### src/aasup_pkg.sv
`default_nettype none
package aasup_pkg;
    localparam int PIN_COUNT_DEF   = 8;
    localparam int PIN_SEL_W_DEF   = 3;
    localparam int MV_W_DEF        = 12;
    localparam logic [2:0] SWITCH_PIN_DEF = 3'h0;
    localparam logic [2:0] SHORT_PIN_DEF  = 3'h1;
    localparam logic       POL_ACTIVE_LOW_DEF  = 1'h1;
    localparam logic       POL_ACTIVE_HIGH_DEF = 1'h1;
    // Recovery waits this long after a short before powering up again.
    localparam int RECOVER_TIME_US = 1000;
    localparam int CLK_MHZ         = 100;
    localparam int RECOVER_CYCLES  = RECOVER_TIME_US * CLK_MHZ;

    typedef enum logic [1:0] {
        AASUP_ENG_EXTERNAL = 2'b00,
        AASUP_ENG_ADC      = 2'b01
    } aasup_engine_type;

    typedef enum logic [1:0] {
        AASUP_PWR_OFF     = 2'b00,
        AASUP_PWR_ON      = 2'b01,
        AASUP_PWR_UNKNOWN = 2'b10
    } aasup_power_type;

    typedef enum logic [2:0] {
        AASUP_ST_INIT     = 3'b000,
        AASUP_ST_DONTCARE = 3'b001,
        AASUP_ST_OK       = 3'b010,
        AASUP_ST_SHORT    = 3'b011,
        AASUP_ST_OPEN     = 3'b100
    } aasup_state_type;
endpackage
`default_nettype wire

### src/aasup_sense_if.sv
`timescale 1ns/1ps
`default_nettype none
interface aasup_sense_if;
    logic short_raw;
    logic open_raw;
    logic short_det;
    logic open_det;
    modport judge (input short_raw, input open_raw,
                   output short_det, output open_det);
    modport user  (output short_raw, output open_raw,
                   input short_det, input open_det);
endinterface
`default_nettype wire

### src/aasup_detect.sv
`timescale 1ns/1ps
`default_nettype none
module aasup_detect
    import aasup_pkg::*;
#(
    parameter int MV_W = MV_W_DEF
) (
    aasup_sense_if.judge                     sif,
    input  wire aasup_pkg::aasup_engine_type engine,
    input  wire logic                        short_detect_polarity,
    input  wire logic                        open_detect_polarity,
    input  wire logic [MV_W-1:0]             antenna_level_mv,
    input  wire logic [MV_W-1:0]             short_threshold_mv,
    input  wire logic [MV_W-1:0]             open_threshold_mv
);
    import aasup_pkg::*;

    wire logic is_adc;
    wire logic circ_short;
    wire logic circ_open;
    wire logic adc_short;
    wire logic adc_open;

    assign is_adc     = (engine == AASUP_ENG_ADC);
    // A polarity of one means the sense line is asserted when low.
    assign circ_short = short_detect_polarity ? ~sif.short_raw
                                              : sif.short_raw;
    assign circ_open  = open_detect_polarity ? ~sif.open_raw
                                             : sif.open_raw;
    // A shorted supply pulls the level down, an open one lets it rise.
    assign adc_short = antenna_level_mv <= short_threshold_mv;
    assign adc_open  = antenna_level_mv >= open_threshold_mv;
    assign sif.short_det = is_adc ? adc_short : circ_short;
    assign sif.open_det  = is_adc ? adc_open : circ_open;
endmodule
`default_nettype wire

### src/aasup_top.sv
`timescale 1ns/1ps
`default_nettype none
module aasup_top
    import aasup_pkg::*;
#(
    parameter int PIN_COUNT    = PIN_COUNT_DEF,
    parameter int PIN_SEL_W    = PIN_SEL_W_DEF,
    parameter int MV_W         = MV_W_DEF,
    parameter int RECOVER_CYC  = RECOVER_CYCLES
) (
    input  wire logic                        ref_clk,
    input  wire logic                        arst_n,
    input  wire logic                        supply_control_enable,
    input  wire logic                        short_detect_enable,
    input  wire logic                        short_detect_polarity,
    input  wire logic                        open_detect_enable,
    input  wire logic                        open_detect_polarity,
    input  wire logic                        power_down_on_short,
    input  wire logic                        power_down_polarity,
    input  wire logic                        auto_recovery_enable,
    input  wire logic                        power_save,
    input  wire logic [PIN_SEL_W-1:0]        supply_switch_pin_select,
    input  wire logic [PIN_SEL_W-1:0]        short_sense_pin_select,
    input  wire logic [MV_W-1:0]             short_threshold_mv,
    input  wire logic [MV_W-1:0]             open_threshold_mv,
    input  wire aasup_pkg::aasup_engine_type supervisor_engine_select,
    input  wire logic [MV_W-1:0]             antenna_level_mv,
    input  wire logic                        open_sense,
    input  wire logic [PIN_COUNT-1:0]        general_purpose_pin_in,
    output logic [PIN_COUNT-1:0]             general_purpose_pin_out,
    output logic [PIN_COUNT-1:0]             general_purpose_pin_oe,
    output aasup_pkg::aasup_state_type       supervision_state,
    output aasup_pkg::aasup_power_type       antenna_power_state,
    output logic                             status_notice
);
    import aasup_pkg::*;

    if (PIN_COUNT < 2 || (1 << PIN_SEL_W) < PIN_COUNT) begin : pin_sel_chk
        $error("aasup_top: pin select cannot address the pins");
    end
    if (RECOVER_CYC < 1) begin : rcv_cyc_chk
        $error("aasup_top: recovery count must be positive");
    end

    aasup_sense_if sif ();

    aasup_detect #(.MV_W(MV_W)) u_detect (
        .sif                   (sif.judge),
        .engine                (supervisor_engine_select),
        .short_detect_polarity (short_detect_polarity),
        .open_detect_polarity  (open_detect_polarity),
        .antenna_level_mv      (antenna_level_mv),
        .short_threshold_mv    (short_threshold_mv),
        .open_threshold_mv     (open_threshold_mv)
    );

    // The sense pin differs per board, so its index is a live input.
    assign sif.short_raw =
        general_purpose_pin_in[short_sense_pin_select];
    assign sif.open_raw  = open_sense;

    logic                   shut_r;
    logic                   shut_nxt;
    logic [31:0]            rcv_cnt_r;
    logic [31:0]            rcv_cnt_nxt;
    aasup_state_type        state_r;
    aasup_state_type        state_nxt;
    aasup_power_type        pwr_r;
    aasup_power_type        pwr_nxt;
    logic                   notice_r;
    logic [PIN_COUNT-1:0]   pin_out_r;
    logic [PIN_COUNT-1:0]   pin_oe_r;

    wire logic short_seen;
    wire logic open_seen;
    wire logic pdown_armed;
    wire logic rcv_armed;
    wire logic supply_on;
    wire logic ctrl_level;
    wire logic changed;

    assign short_seen  = short_detect_enable & sif.short_det;
    assign open_seen   = open_detect_enable & sif.open_det;
    assign pdown_armed = power_down_on_short & supply_control_enable
                       & short_detect_enable;
    assign rcv_armed   = auto_recovery_enable & pdown_armed;
    // Power save drops the supply; the receiver needs no antenna then.
    assign supply_on   = ~power_save & ~shut_r;
    // The pin carries power-down: asserted when supply is to be off.
    assign ctrl_level  = power_down_polarity ? ~supply_on : supply_on;

    always_comb begin
        shut_nxt    = shut_r;
        rcv_cnt_nxt = rcv_cnt_r;
        if (!pdown_armed) begin
            shut_nxt    = 1'b0;
            rcv_cnt_nxt = '0;
        end else if (!shut_r) begin
            shut_nxt    = short_seen;
            rcv_cnt_nxt = '0;
        end else if (rcv_armed) begin
            // The short cannot be sensed while unpowered, so retry by time.
            if (rcv_cnt_r >= 32'(RECOVER_CYC - 1)) begin
                shut_nxt    = 1'b0;
                rcv_cnt_nxt = '0;
            end else begin
                rcv_cnt_nxt = rcv_cnt_r + 32'h00000001;
            end
        end
    end

    always_comb begin
        if (!supply_control_enable && !short_detect_enable
                && !open_detect_enable)
            state_nxt = AASUP_ST_DONTCARE;
        else if (short_seen || shut_r)
            state_nxt = AASUP_ST_SHORT;
        else if (open_seen)
            state_nxt = AASUP_ST_OPEN;
        else
            state_nxt = AASUP_ST_OK;
        if (!supply_control_enable)
            pwr_nxt = AASUP_PWR_UNKNOWN;
        else if (supply_on)
            pwr_nxt = AASUP_PWR_ON;
        else
            pwr_nxt = AASUP_PWR_OFF;
    end

    assign changed = (state_nxt != state_r) || (pwr_nxt != pwr_r);

    always_ff @(posedge ref_clk or negedge arst_n) begin
        if (!arst_n) begin
            shut_r    <= 1'b0;
            rcv_cnt_r <= '0;
            state_r   <= AASUP_ST_INIT;
            pwr_r     <= AASUP_PWR_UNKNOWN;
            notice_r  <= 1'b0;
            pin_out_r <= '0;
            pin_oe_r  <= '0;
        end else begin
            shut_r    <= shut_nxt;
            rcv_cnt_r <= rcv_cnt_nxt;
            state_r   <= state_nxt;
            pwr_r     <= pwr_nxt;
            notice_r  <= changed;
            pin_out_r <= '0;
            pin_oe_r  <= '0;
            if (supply_control_enable) begin
                pin_out_r[supply_switch_pin_select] <= ctrl_level;
                pin_oe_r[supply_switch_pin_select]  <= 1'b1;
            end
        end
    end

    assign general_purpose_pin_out = pin_out_r;
    assign general_purpose_pin_oe  = pin_oe_r;
    assign supervision_state       = state_r;
    assign antenna_power_state     = pwr_r;
    assign status_notice           = notice_r;

    short_shut_a: assert property (
        @(posedge ref_clk) disable iff (!arst_n)
        pdown_armed && !shut_r && short_seen |=> shut_r)
        else $error("short did not remove supply");
    no_shut_a: assert property (
        @(posedge ref_clk) disable iff (!arst_n)
        !power_down_on_short |=> !shut_r)
        else $error("supply removed without power-down option");
    notice_change_a: assert property (
        @(posedge ref_clk) disable iff (!arst_n)
        status_notice == ($changed(supervision_state)
                          || $changed(antenna_power_state)))
        else $error("notice not tied to status change");
    pwr_unknown_a: assert property (
        @(posedge ref_clk) disable iff (!arst_n)
        !supply_control_enable |=> antenna_power_state == AASUP_PWR_UNKNOWN)
        else $error("power state not unknown");
    pin_drive_a: assert property (
        @(posedge ref_clk) disable iff (!arst_n)
        supply_control_enable |=> general_purpose_pin_oe
            == (PIN_COUNT'(1) << $past(supply_switch_pin_select)))
        else $error("switch pin not driven");
    oe_off_a: assert property (
        @(posedge ref_clk) disable iff (!arst_n)
        !supply_control_enable |=> general_purpose_pin_oe == '0)
        else $error("switch pin driven while control off");
    pd_pol_a: assert property (
        @(posedge ref_clk) disable iff (!arst_n)
        supply_control_enable && power_down_polarity && power_save |=>
        general_purpose_pin_out[$past(supply_switch_pin_select)])
        else $error("power-down level wrong");
    short_gate_a: assert property (
        @(posedge ref_clk) disable iff (!arst_n)
        supply_control_enable && !short_detect_enable && !shut_r
        && !open_seen |=> supervision_state == AASUP_ST_OK)
        else $error("short seen while detection off");
    open_flag_a: assert property (
        @(posedge ref_clk) disable iff (!arst_n)
        supply_control_enable && open_seen && !short_seen && !shut_r
        |=> supervision_state == AASUP_ST_OPEN)
        else $error("open not flagged");
    no_recover_a: assert property (
        @(posedge ref_clk) disable iff (!arst_n)
        shut_r && !auto_recovery_enable && pdown_armed |=> shut_r)
        else $error("recovered without auto recovery");
    rcv_time_a: assert property (
        @(posedge ref_clk) disable iff (!arst_n)
        shut_r && rcv_armed && rcv_cnt_r == 32'(RECOVER_CYC - 1)
        |=> !shut_r)
        else $error("supply not restored after recovery time");

    shut_c: cover property (@(posedge ref_clk) disable iff (!arst_n)
        !shut_r ##1 shut_r);
    recover_c: cover property (@(posedge ref_clk) disable iff (!arst_n)
        shut_r && rcv_armed ##1 !shut_r);
    open_c: cover property (@(posedge ref_clk) disable iff (!arst_n)
        supervision_state == AASUP_ST_OPEN);
    save_c: cover property (@(posedge ref_clk) disable iff (!arst_n)
        supply_control_enable && power_save);
    adc_short_c: cover property (@(posedge ref_clk) disable iff (!arst_n)
        supervisor_engine_select == AASUP_ENG_ADC && short_seen);
endmodule
`default_nettype wire

### config.mk
export PLATFORM = sky130hd
export DESIGN_NAME = aasup_top
export DESIGN_NICKNAME = d
export VERILOG_FILES = /design/src/aasup_pkg.sv /design/src/aasup_sense_if.sv /design/src/aasup_detect.sv /design/src/aasup_top.sv
export SDC_FILE = /design/constraint.sdc
export NUM_CORES = 1
export LEC_CHECK = 0
export ABC_AREA = 0
export BUFFER_PORTS_ARGS = -buffer_cell sky130_fd_sc_hd__buf_2
export CAP_MARGIN = 30
export CORE_MARGIN = 8
export CORE_UTILIZATION = 49
export CTS_BUF_LIST = sky130_fd_sc_hd__clkbuf_4
export CTS_CLUSTER_DIAMETER = 150
export CTS_CLUSTER_SIZE = 25
export DETAILED_ROUTE_END_ITERATION = 8
export PLACE_DENSITY_LB_ADDON = 0.3
export SYNTH_ARGS = -nofsm -noshare
export SYNTH_HDL_FRONTEND = slang
export SYNTH_SLANG_ARGS = --single-unit
### constraint.sdc
create_clock -name ref_clk -period 2.2 [get_ports ref_clk]
set_input_delay 0.44 -clock ref_clk [delete_from_list [all_inputs] [get_ports ref_clk]]
set_output_delay 0.44 -clock ref_clk [all_outputs]
set_load 0.02 [all_outputs]
* After elaboration in Yosys (flattened, before gate mapping)
Cells that the tools add are included. W data, S select, Z words.
Storage, ports and cells: logic and storage cells 62, bits in registers 55, bits of input ports 64
Cells by class: add/subtract/negate cells 1, magnitude comparators 6, bitwise logic cells 12, equality and inequality tests 4, multiplexer cells 24, reductions and logical operators 8
Operators by type and width (number):
- $mux W32 | 4
- $add A32 B1 Y32 const B | 1
- $ge A32 B17 Y1 const B | 1
- $mux W8 | 2
- $ge A12 B12 Y1 | 1
- $le A12 B12 Y1 | 1
- $mux W1 | 12
- $mux W3 | 3
- $and A8 B8 Y8 | 1
- $lt A3 B4 Y1 const B | 2
- $and A1 B1 Y1 | 6
- $not A1 Y1 | 5
- $bmux W1 S3 | 1
- $demux W1 S3 | 1
- $ge A3 B1 Y1 const B | 1
- $logic_and A1 B1 Y1 | 3
- $logic_not A1 Y1 | 3
- $ne A3 B2 Y1 const B | 1
- $ne A3 B3 Y1 | 1
- $eq A2 B1 Y1 const B | 1
- $logic_or A1 B1 Y1 | 2
- $mux W2 | 1
- $ne A2 B2 Y1 | 1

* Depth between registers and ports, before layout
depth after elaboration 11, gate-level depth with buffers 9

* Modules after synthesis
From an unflattened synthesis, not the netlist that was laid out.
Unflattened totals: cell total of the unflattened synthesis 336, area total of the unflattened synthesis 3218.1 um2
Modules (own cells, without submodules):
- aasup_top | cells each 249, area each 2577.5 um2, times used 1, seq. area each 1377.6 um2
- aasup_detect | cells each 87, area each 640.6 um2, times used 1, seq. area each 0.0 um2

* Worst setup path after synthesis
Ideal clock, no wire load.
kind in2reg, start point input short_threshold_mv[1], end point register notice_r, in the netlist status_notice, required time 2.066 ns, cell stages on the path 9, buffers on the path 0, setup slack -0.067 ns, library setup time 0.134 ns, arrival time 2.133 ns, cells stage by stage inv_1 > ha_1 > nor2b_1 > o211ai_1 > a21boi_0 > o41a_1 > o211a_1 > nor4b_1 > o22ai_1
Between the ends: cells in the longest elaborated chain, start to end 8
RTL lines:
- start: declaration | line aasup_top.sv:24 | input wire logic [MV_W-1:0] short_threshold_mv,
- $le A12 B12 Y1 | line aasup_detect.sv:31 | assign adc_short = antenna_level_mv <= short_threshold_mv;
- $mux W1 | line aasup_detect.sv:33 | assign sif.short_det = is_adc ? adc_short : circ_short;
- $and A1 B1 Y1 | line aasup_top.sv:82 | assign short_seen = short_detect_enable & sif.short_det;
- $logic_or A1 B1 Y1 | line aasup_top.sv:116 | else if (short_seen || shut_r)
- $mux W3 | line aasup_top.sv:116
- $mux W3 | line aasup_top.sv:113 | if (!supply_control_enable && !short_detect_enable
- via state_nxt[2] | line aasup_top.sv:67 | aasup_state_type state_nxt;
- $ne A3 B3 Y1 | line aasup_top.sv:130 | assign changed = (state_nxt != state_r) || (pwr_nxt != pwr_r);
- $logic_or A1 B1 Y1 | line aasup_top.sv:130
- via changed | line aasup_top.sv:80 | wire logic changed;
- end signal: assignment | line aasup_top.sv:146 | notice_r <= changed;
- end: declaration | line aasup_top.sv:70 | logic notice_r;
The timed path passes the listed nets, and every way through them passes these cells. A chain may end at the register's enable or synchronous reset.

* Worst setup path in the final report
start point register rcv_cnt_r[1], end point register rcv_cnt_r[2]
Between the ends: cells in the longest elaborated chain, start to end 5, elaborated cells between the ends (all ways) 6, those cells by class 1 x add/sub; 1 x order compare; 4 x mux
RTL lines:
- start: declaration | line aasup_top.sv:64 | logic [31:0] rcv_cnt_r;
- start signal: assignment | line aasup_top.sv:143 | rcv_cnt_r <= rcv_cnt_nxt;
- $add A32 B1 Y32 or $ge A32 B17 Y1 (tied branches) | line aasup_top.sv:107, aasup_top.sv:103
- $mux W32 (*) | line aasup_top.sv:103 | if (rcv_cnt_r >= 32'(RECOVER_CYC - 1)) begin
- $mux W32 (*) | line aasup_top.sv:101 | end else if (rcv_armed) begin
- $mux W32 (*) | line aasup_top.sv:98 | end else if (!shut_r) begin
- $mux W32 (*) | line aasup_top.sv:95 | if (!pdown_armed) begin
Mark *: on every way between the ends. The rest lies on a longest branch, timed or not. The select of a mux whose other input is x is not followed.

==> results.json <==
{
  "status": "finished clean",
  "finClkSkew_ns": 0.01696,
  "drv_slew": 0,
  "antenna_found_initial": 0,
  "synth_area_leader_cell": "dfrtp_1",
  "timing.final.ws_setup_ns": 0.05730,
  "crit_path_end_kind": "flip-flop",
  "design_area_sq_um": 3730,
  "num_vias": 2576,
  "period_share": 0.9740,
  "layout-drive-gt1-share": 0.3111,
  "wirelength_mm": 6.921,
  "r2r-end": "rcv_cnt_r[2]",
  "final_cells": 480,
  "cts_buffer_depth": 2,
  "clk_transition_reported_paths_ns": 0.16,
  "drt-pass1-iter-count": 4,
  "grt_max_degree": 56,
  "wl_per_cell_um": 14.42,
  "cts_made_buffers": 5,
  "ff2ff_path_depth": 8,
  "gp_congestion": 0.8106,
  "initial_core_util": 0.5093,
  "viasPerCell": 5.367,
  "internal-power_mw": 1.295,
  "synth_top_area_frac": 0.4481,
  "worstReg2RegStart": "rcv_cnt_r[1]",
  "crit_fanout": 8,
  "synth_area_leaders": "dfrtp_1 45%, ha_1 10%, a21oi_1 3.5%, nor2_1 3.4%, and2_1 3.1%",
  "hold_viol": 0,
  "nets": 493,
  "fmax_mhz": 466.7,
  "synth_cell_types": 54,
  "clkLatencyLatePin_ns": 0.37,
  "root_buffer": "clkbuf_4",
  "cts_tree": "done",
  "row_count": 28,
  "finalSetupViolCount": 0,
  "period_needed_ns": 2.143,
  "seq_area_frac_synth": 0.4568,
  "yosysMostFrequentCell": "dfrtp_1",
  "p_per_area_nw_per_um2": 477.2,
  "power_mw": 1.780,
  "die_area_sq_um": 8920,
  "relSlewSlack": 0.6618,
  "worstHoldPathType": "input port to asynchronous set/reset pin",
  "utilization": 0.6300,
  "arrival_ns": 2.43,
  "die_w_um": 94.45,
  "grt_pass1_vias": 2652,
  "critPathRequiredTime_ns": 2.48,
  "overflow": 0,
  "fillers": 513,
  "track_usage": 0.1597,
  "whs_ns": 0.03055,
  "syn2layout_area_growth_pct": 23.69,
  "synth_top_flop_cell": "dfrtp_1",
  "critPathKind": "flip-flop to flip-flop",
  "diodes": 0,
  "io_pins": 86,
  "tightest_slew_ns": 0.5026,
  "preCtsSetupSlack_ns": -0.1743,
  "synth_nets": 392,
  "dp.cells": 469,
  "syn_area_per_cell_sq_um": 9.952,
  "async_reset_ff_frac": 1.000,
  "pwr-share-seq": 0.583,
  "timing.max_cap.violations": 0,
  "worstSetupStartpointType": "flip-flop",
  "p_leak_nw": 1.968,
  "ys_warn_count": 0,
  "rrSetupSlack_ns": 0.06,
  "placed_area_sq_um": 3605,
  "netlist_area_sq_um": 3015,
  "first_iter_violations": 144,
  "synth_commonest_cells": "54 x dfrtp_1, 27 x nor2_1, 25 x ha_1, 25 x inv_1, 21 x a21oi_1",
  "share_comb_of_total_power": 0.172,
  "drc": 0,
  "seqCellArea_sq_um": 1378,
  "rsz0062_at_grt": "true",
  "ir_drop_v": 0.0003491,
  "synth-edff-count": 0,
  "postCtsHoldBufs": 0,
  "ys_ff_latch": 55,
  "ant_nets": 0,
  "multi_input_area_sq_um": 1530,
  "cts_sinks": 55,
  "grt_pass1_wl_mm": 11.77,
  "swShare": 0.2723,
  "place_hpwl_mm": 5.397,
  "io_buffers": 85,
  "die_h_um": 94.45,
  "core_sq_um": 5921,
  "cts-htree-levels": 2,
  "syn-instance-count": 303,
  "fin_tns_setup_ns": 0,
  "pwr-share-clk": 0.245,
  "p_sw_uw": 484.6
}
cell type report:
| cell class | instances | share of cell area |
|---|---|---|
| multi-input cells | 216 | 0.4103 |
| well taps | 75 | 0.02516 |
| clock buffers | 5 | 0.01006 |
| inverters | 25 | 0.02516 |
| flip-flops and latches | 55 | 0.3693 |
| clock inverters | 3 | 0.005032 |
| repair buffers | 101 | 0.1550 |
placed cells by master (no fill, tap or decap), types with 2 or more instances in the layout:
| cell | instances |
|---|---|
| buf_2 | 85 |
| dfrtp_1 | 54 |
| nor2_1 | 27 |
| inv_1 | 25 |
| ha_1 | 24 |
| a21oi_1 | 21 |
| nand2_1 | 18 |
| and2_1 | 15 |
| nor3_1 | 13 |
| buf_4 | 12 |
| a31oi_1 | 11 |
| or3_1 | 11 |
| o21ai_0 | 7 |
| nand2b_1 | 6 |
| and3_1 | 5 |
| nand3_1 | 5 |
| clkbuf_4 | 5 |
| mux2i_1 | 3 |
| nand4_1 | 3 |
| xor2_1 | 3 |
| xnor2_1 | 3 |
| nor4_2 | 3 |
| a22o_1 | 2 |
| a21boi_0 | 2 |
| o21a_1 | 2 |
| and4_1 | 2 |
| or3_4 | 2 |
| clkinv_2 | 2 |
| buf_12 | 2 |
| buf_6 | 2 |
sequential cells by signal, indices dropped and copies added, names as in the netlist:
signal,cells
general_purpose_pin_out,8
shut_r,1
rcv_cnt_r,32
supervision_state,3
general_purpose_pin_oe,8
antenna_power_state,2
status_notice,1
critical path, stage by stage, from the launching register on:
cell and delay [ns]:
dfrtp_1 0.43, ha_2 0.21, and4_4 0.16, o31a_1 0.29, o211ai_2 0.22, a21oi_4 0.11
buf_6 0.16, or3_1 0.34, a31oi_1 0.14
how the worst max path moves through the flow:
stage | end | from | depth (start not counted) | slack, ns
floorplan | status_notice | short_threshold_mv[7] | 9 | 0.04
global route | rcv_cnt_r[13] | rcv_cnt_r[1] | 8 | -0.06
global placement | status_notice | short_threshold_mv[7] | 10 | -0.09
finish | rcv_cnt_r[2] | rcv_cnt_r[1] | 8 | 0.06
CTS | rcv_cnt_r[6] | rcv_cnt_r[1] | 8 | 0.03
detailed placement | status_notice | short_threshold_mv[7] | 10 | -0.17
routing by layer:
layer	share of wire	up-vias	global-route usage
met5	0	-	0
met3	0.066	6	0.04127
met2	0.50	70	0.2827
li1	-	1276	-
met4	0.010	0	0.04095
met1	0.42	1224	0.1868
power by group through the flow:
stage	registers, mW	clock network [mW]	logic [mW]
global route	1.04	0.491	0.346
CTS	1.04	0.456	0.310
detailed placement	1.06	0	0.309
floorplan	1.08	0	0.134
global placement	1.06	0	0.298
finish	1.04	0.435	0.306
cells by family after synthesis:
family,synth area share
adders and majority gates,0.1037
DFF,0.4568
xor gates and xnor gates,0.01743
AOI/OAI and AO/OA,0.1249
muxes,0.02614
and+or+nand+nor,0.2245
buffers and inverters,0.04647
repair_timing:
action | in CTS | in global routing
buffers inserted | 0 | 3
gates resized for setup | 1 | 6
pin swaps | 0 | 26
endpoints found under the setup margin | 4 | 15
Note: power is estimated with default switching activity, not from simulation.
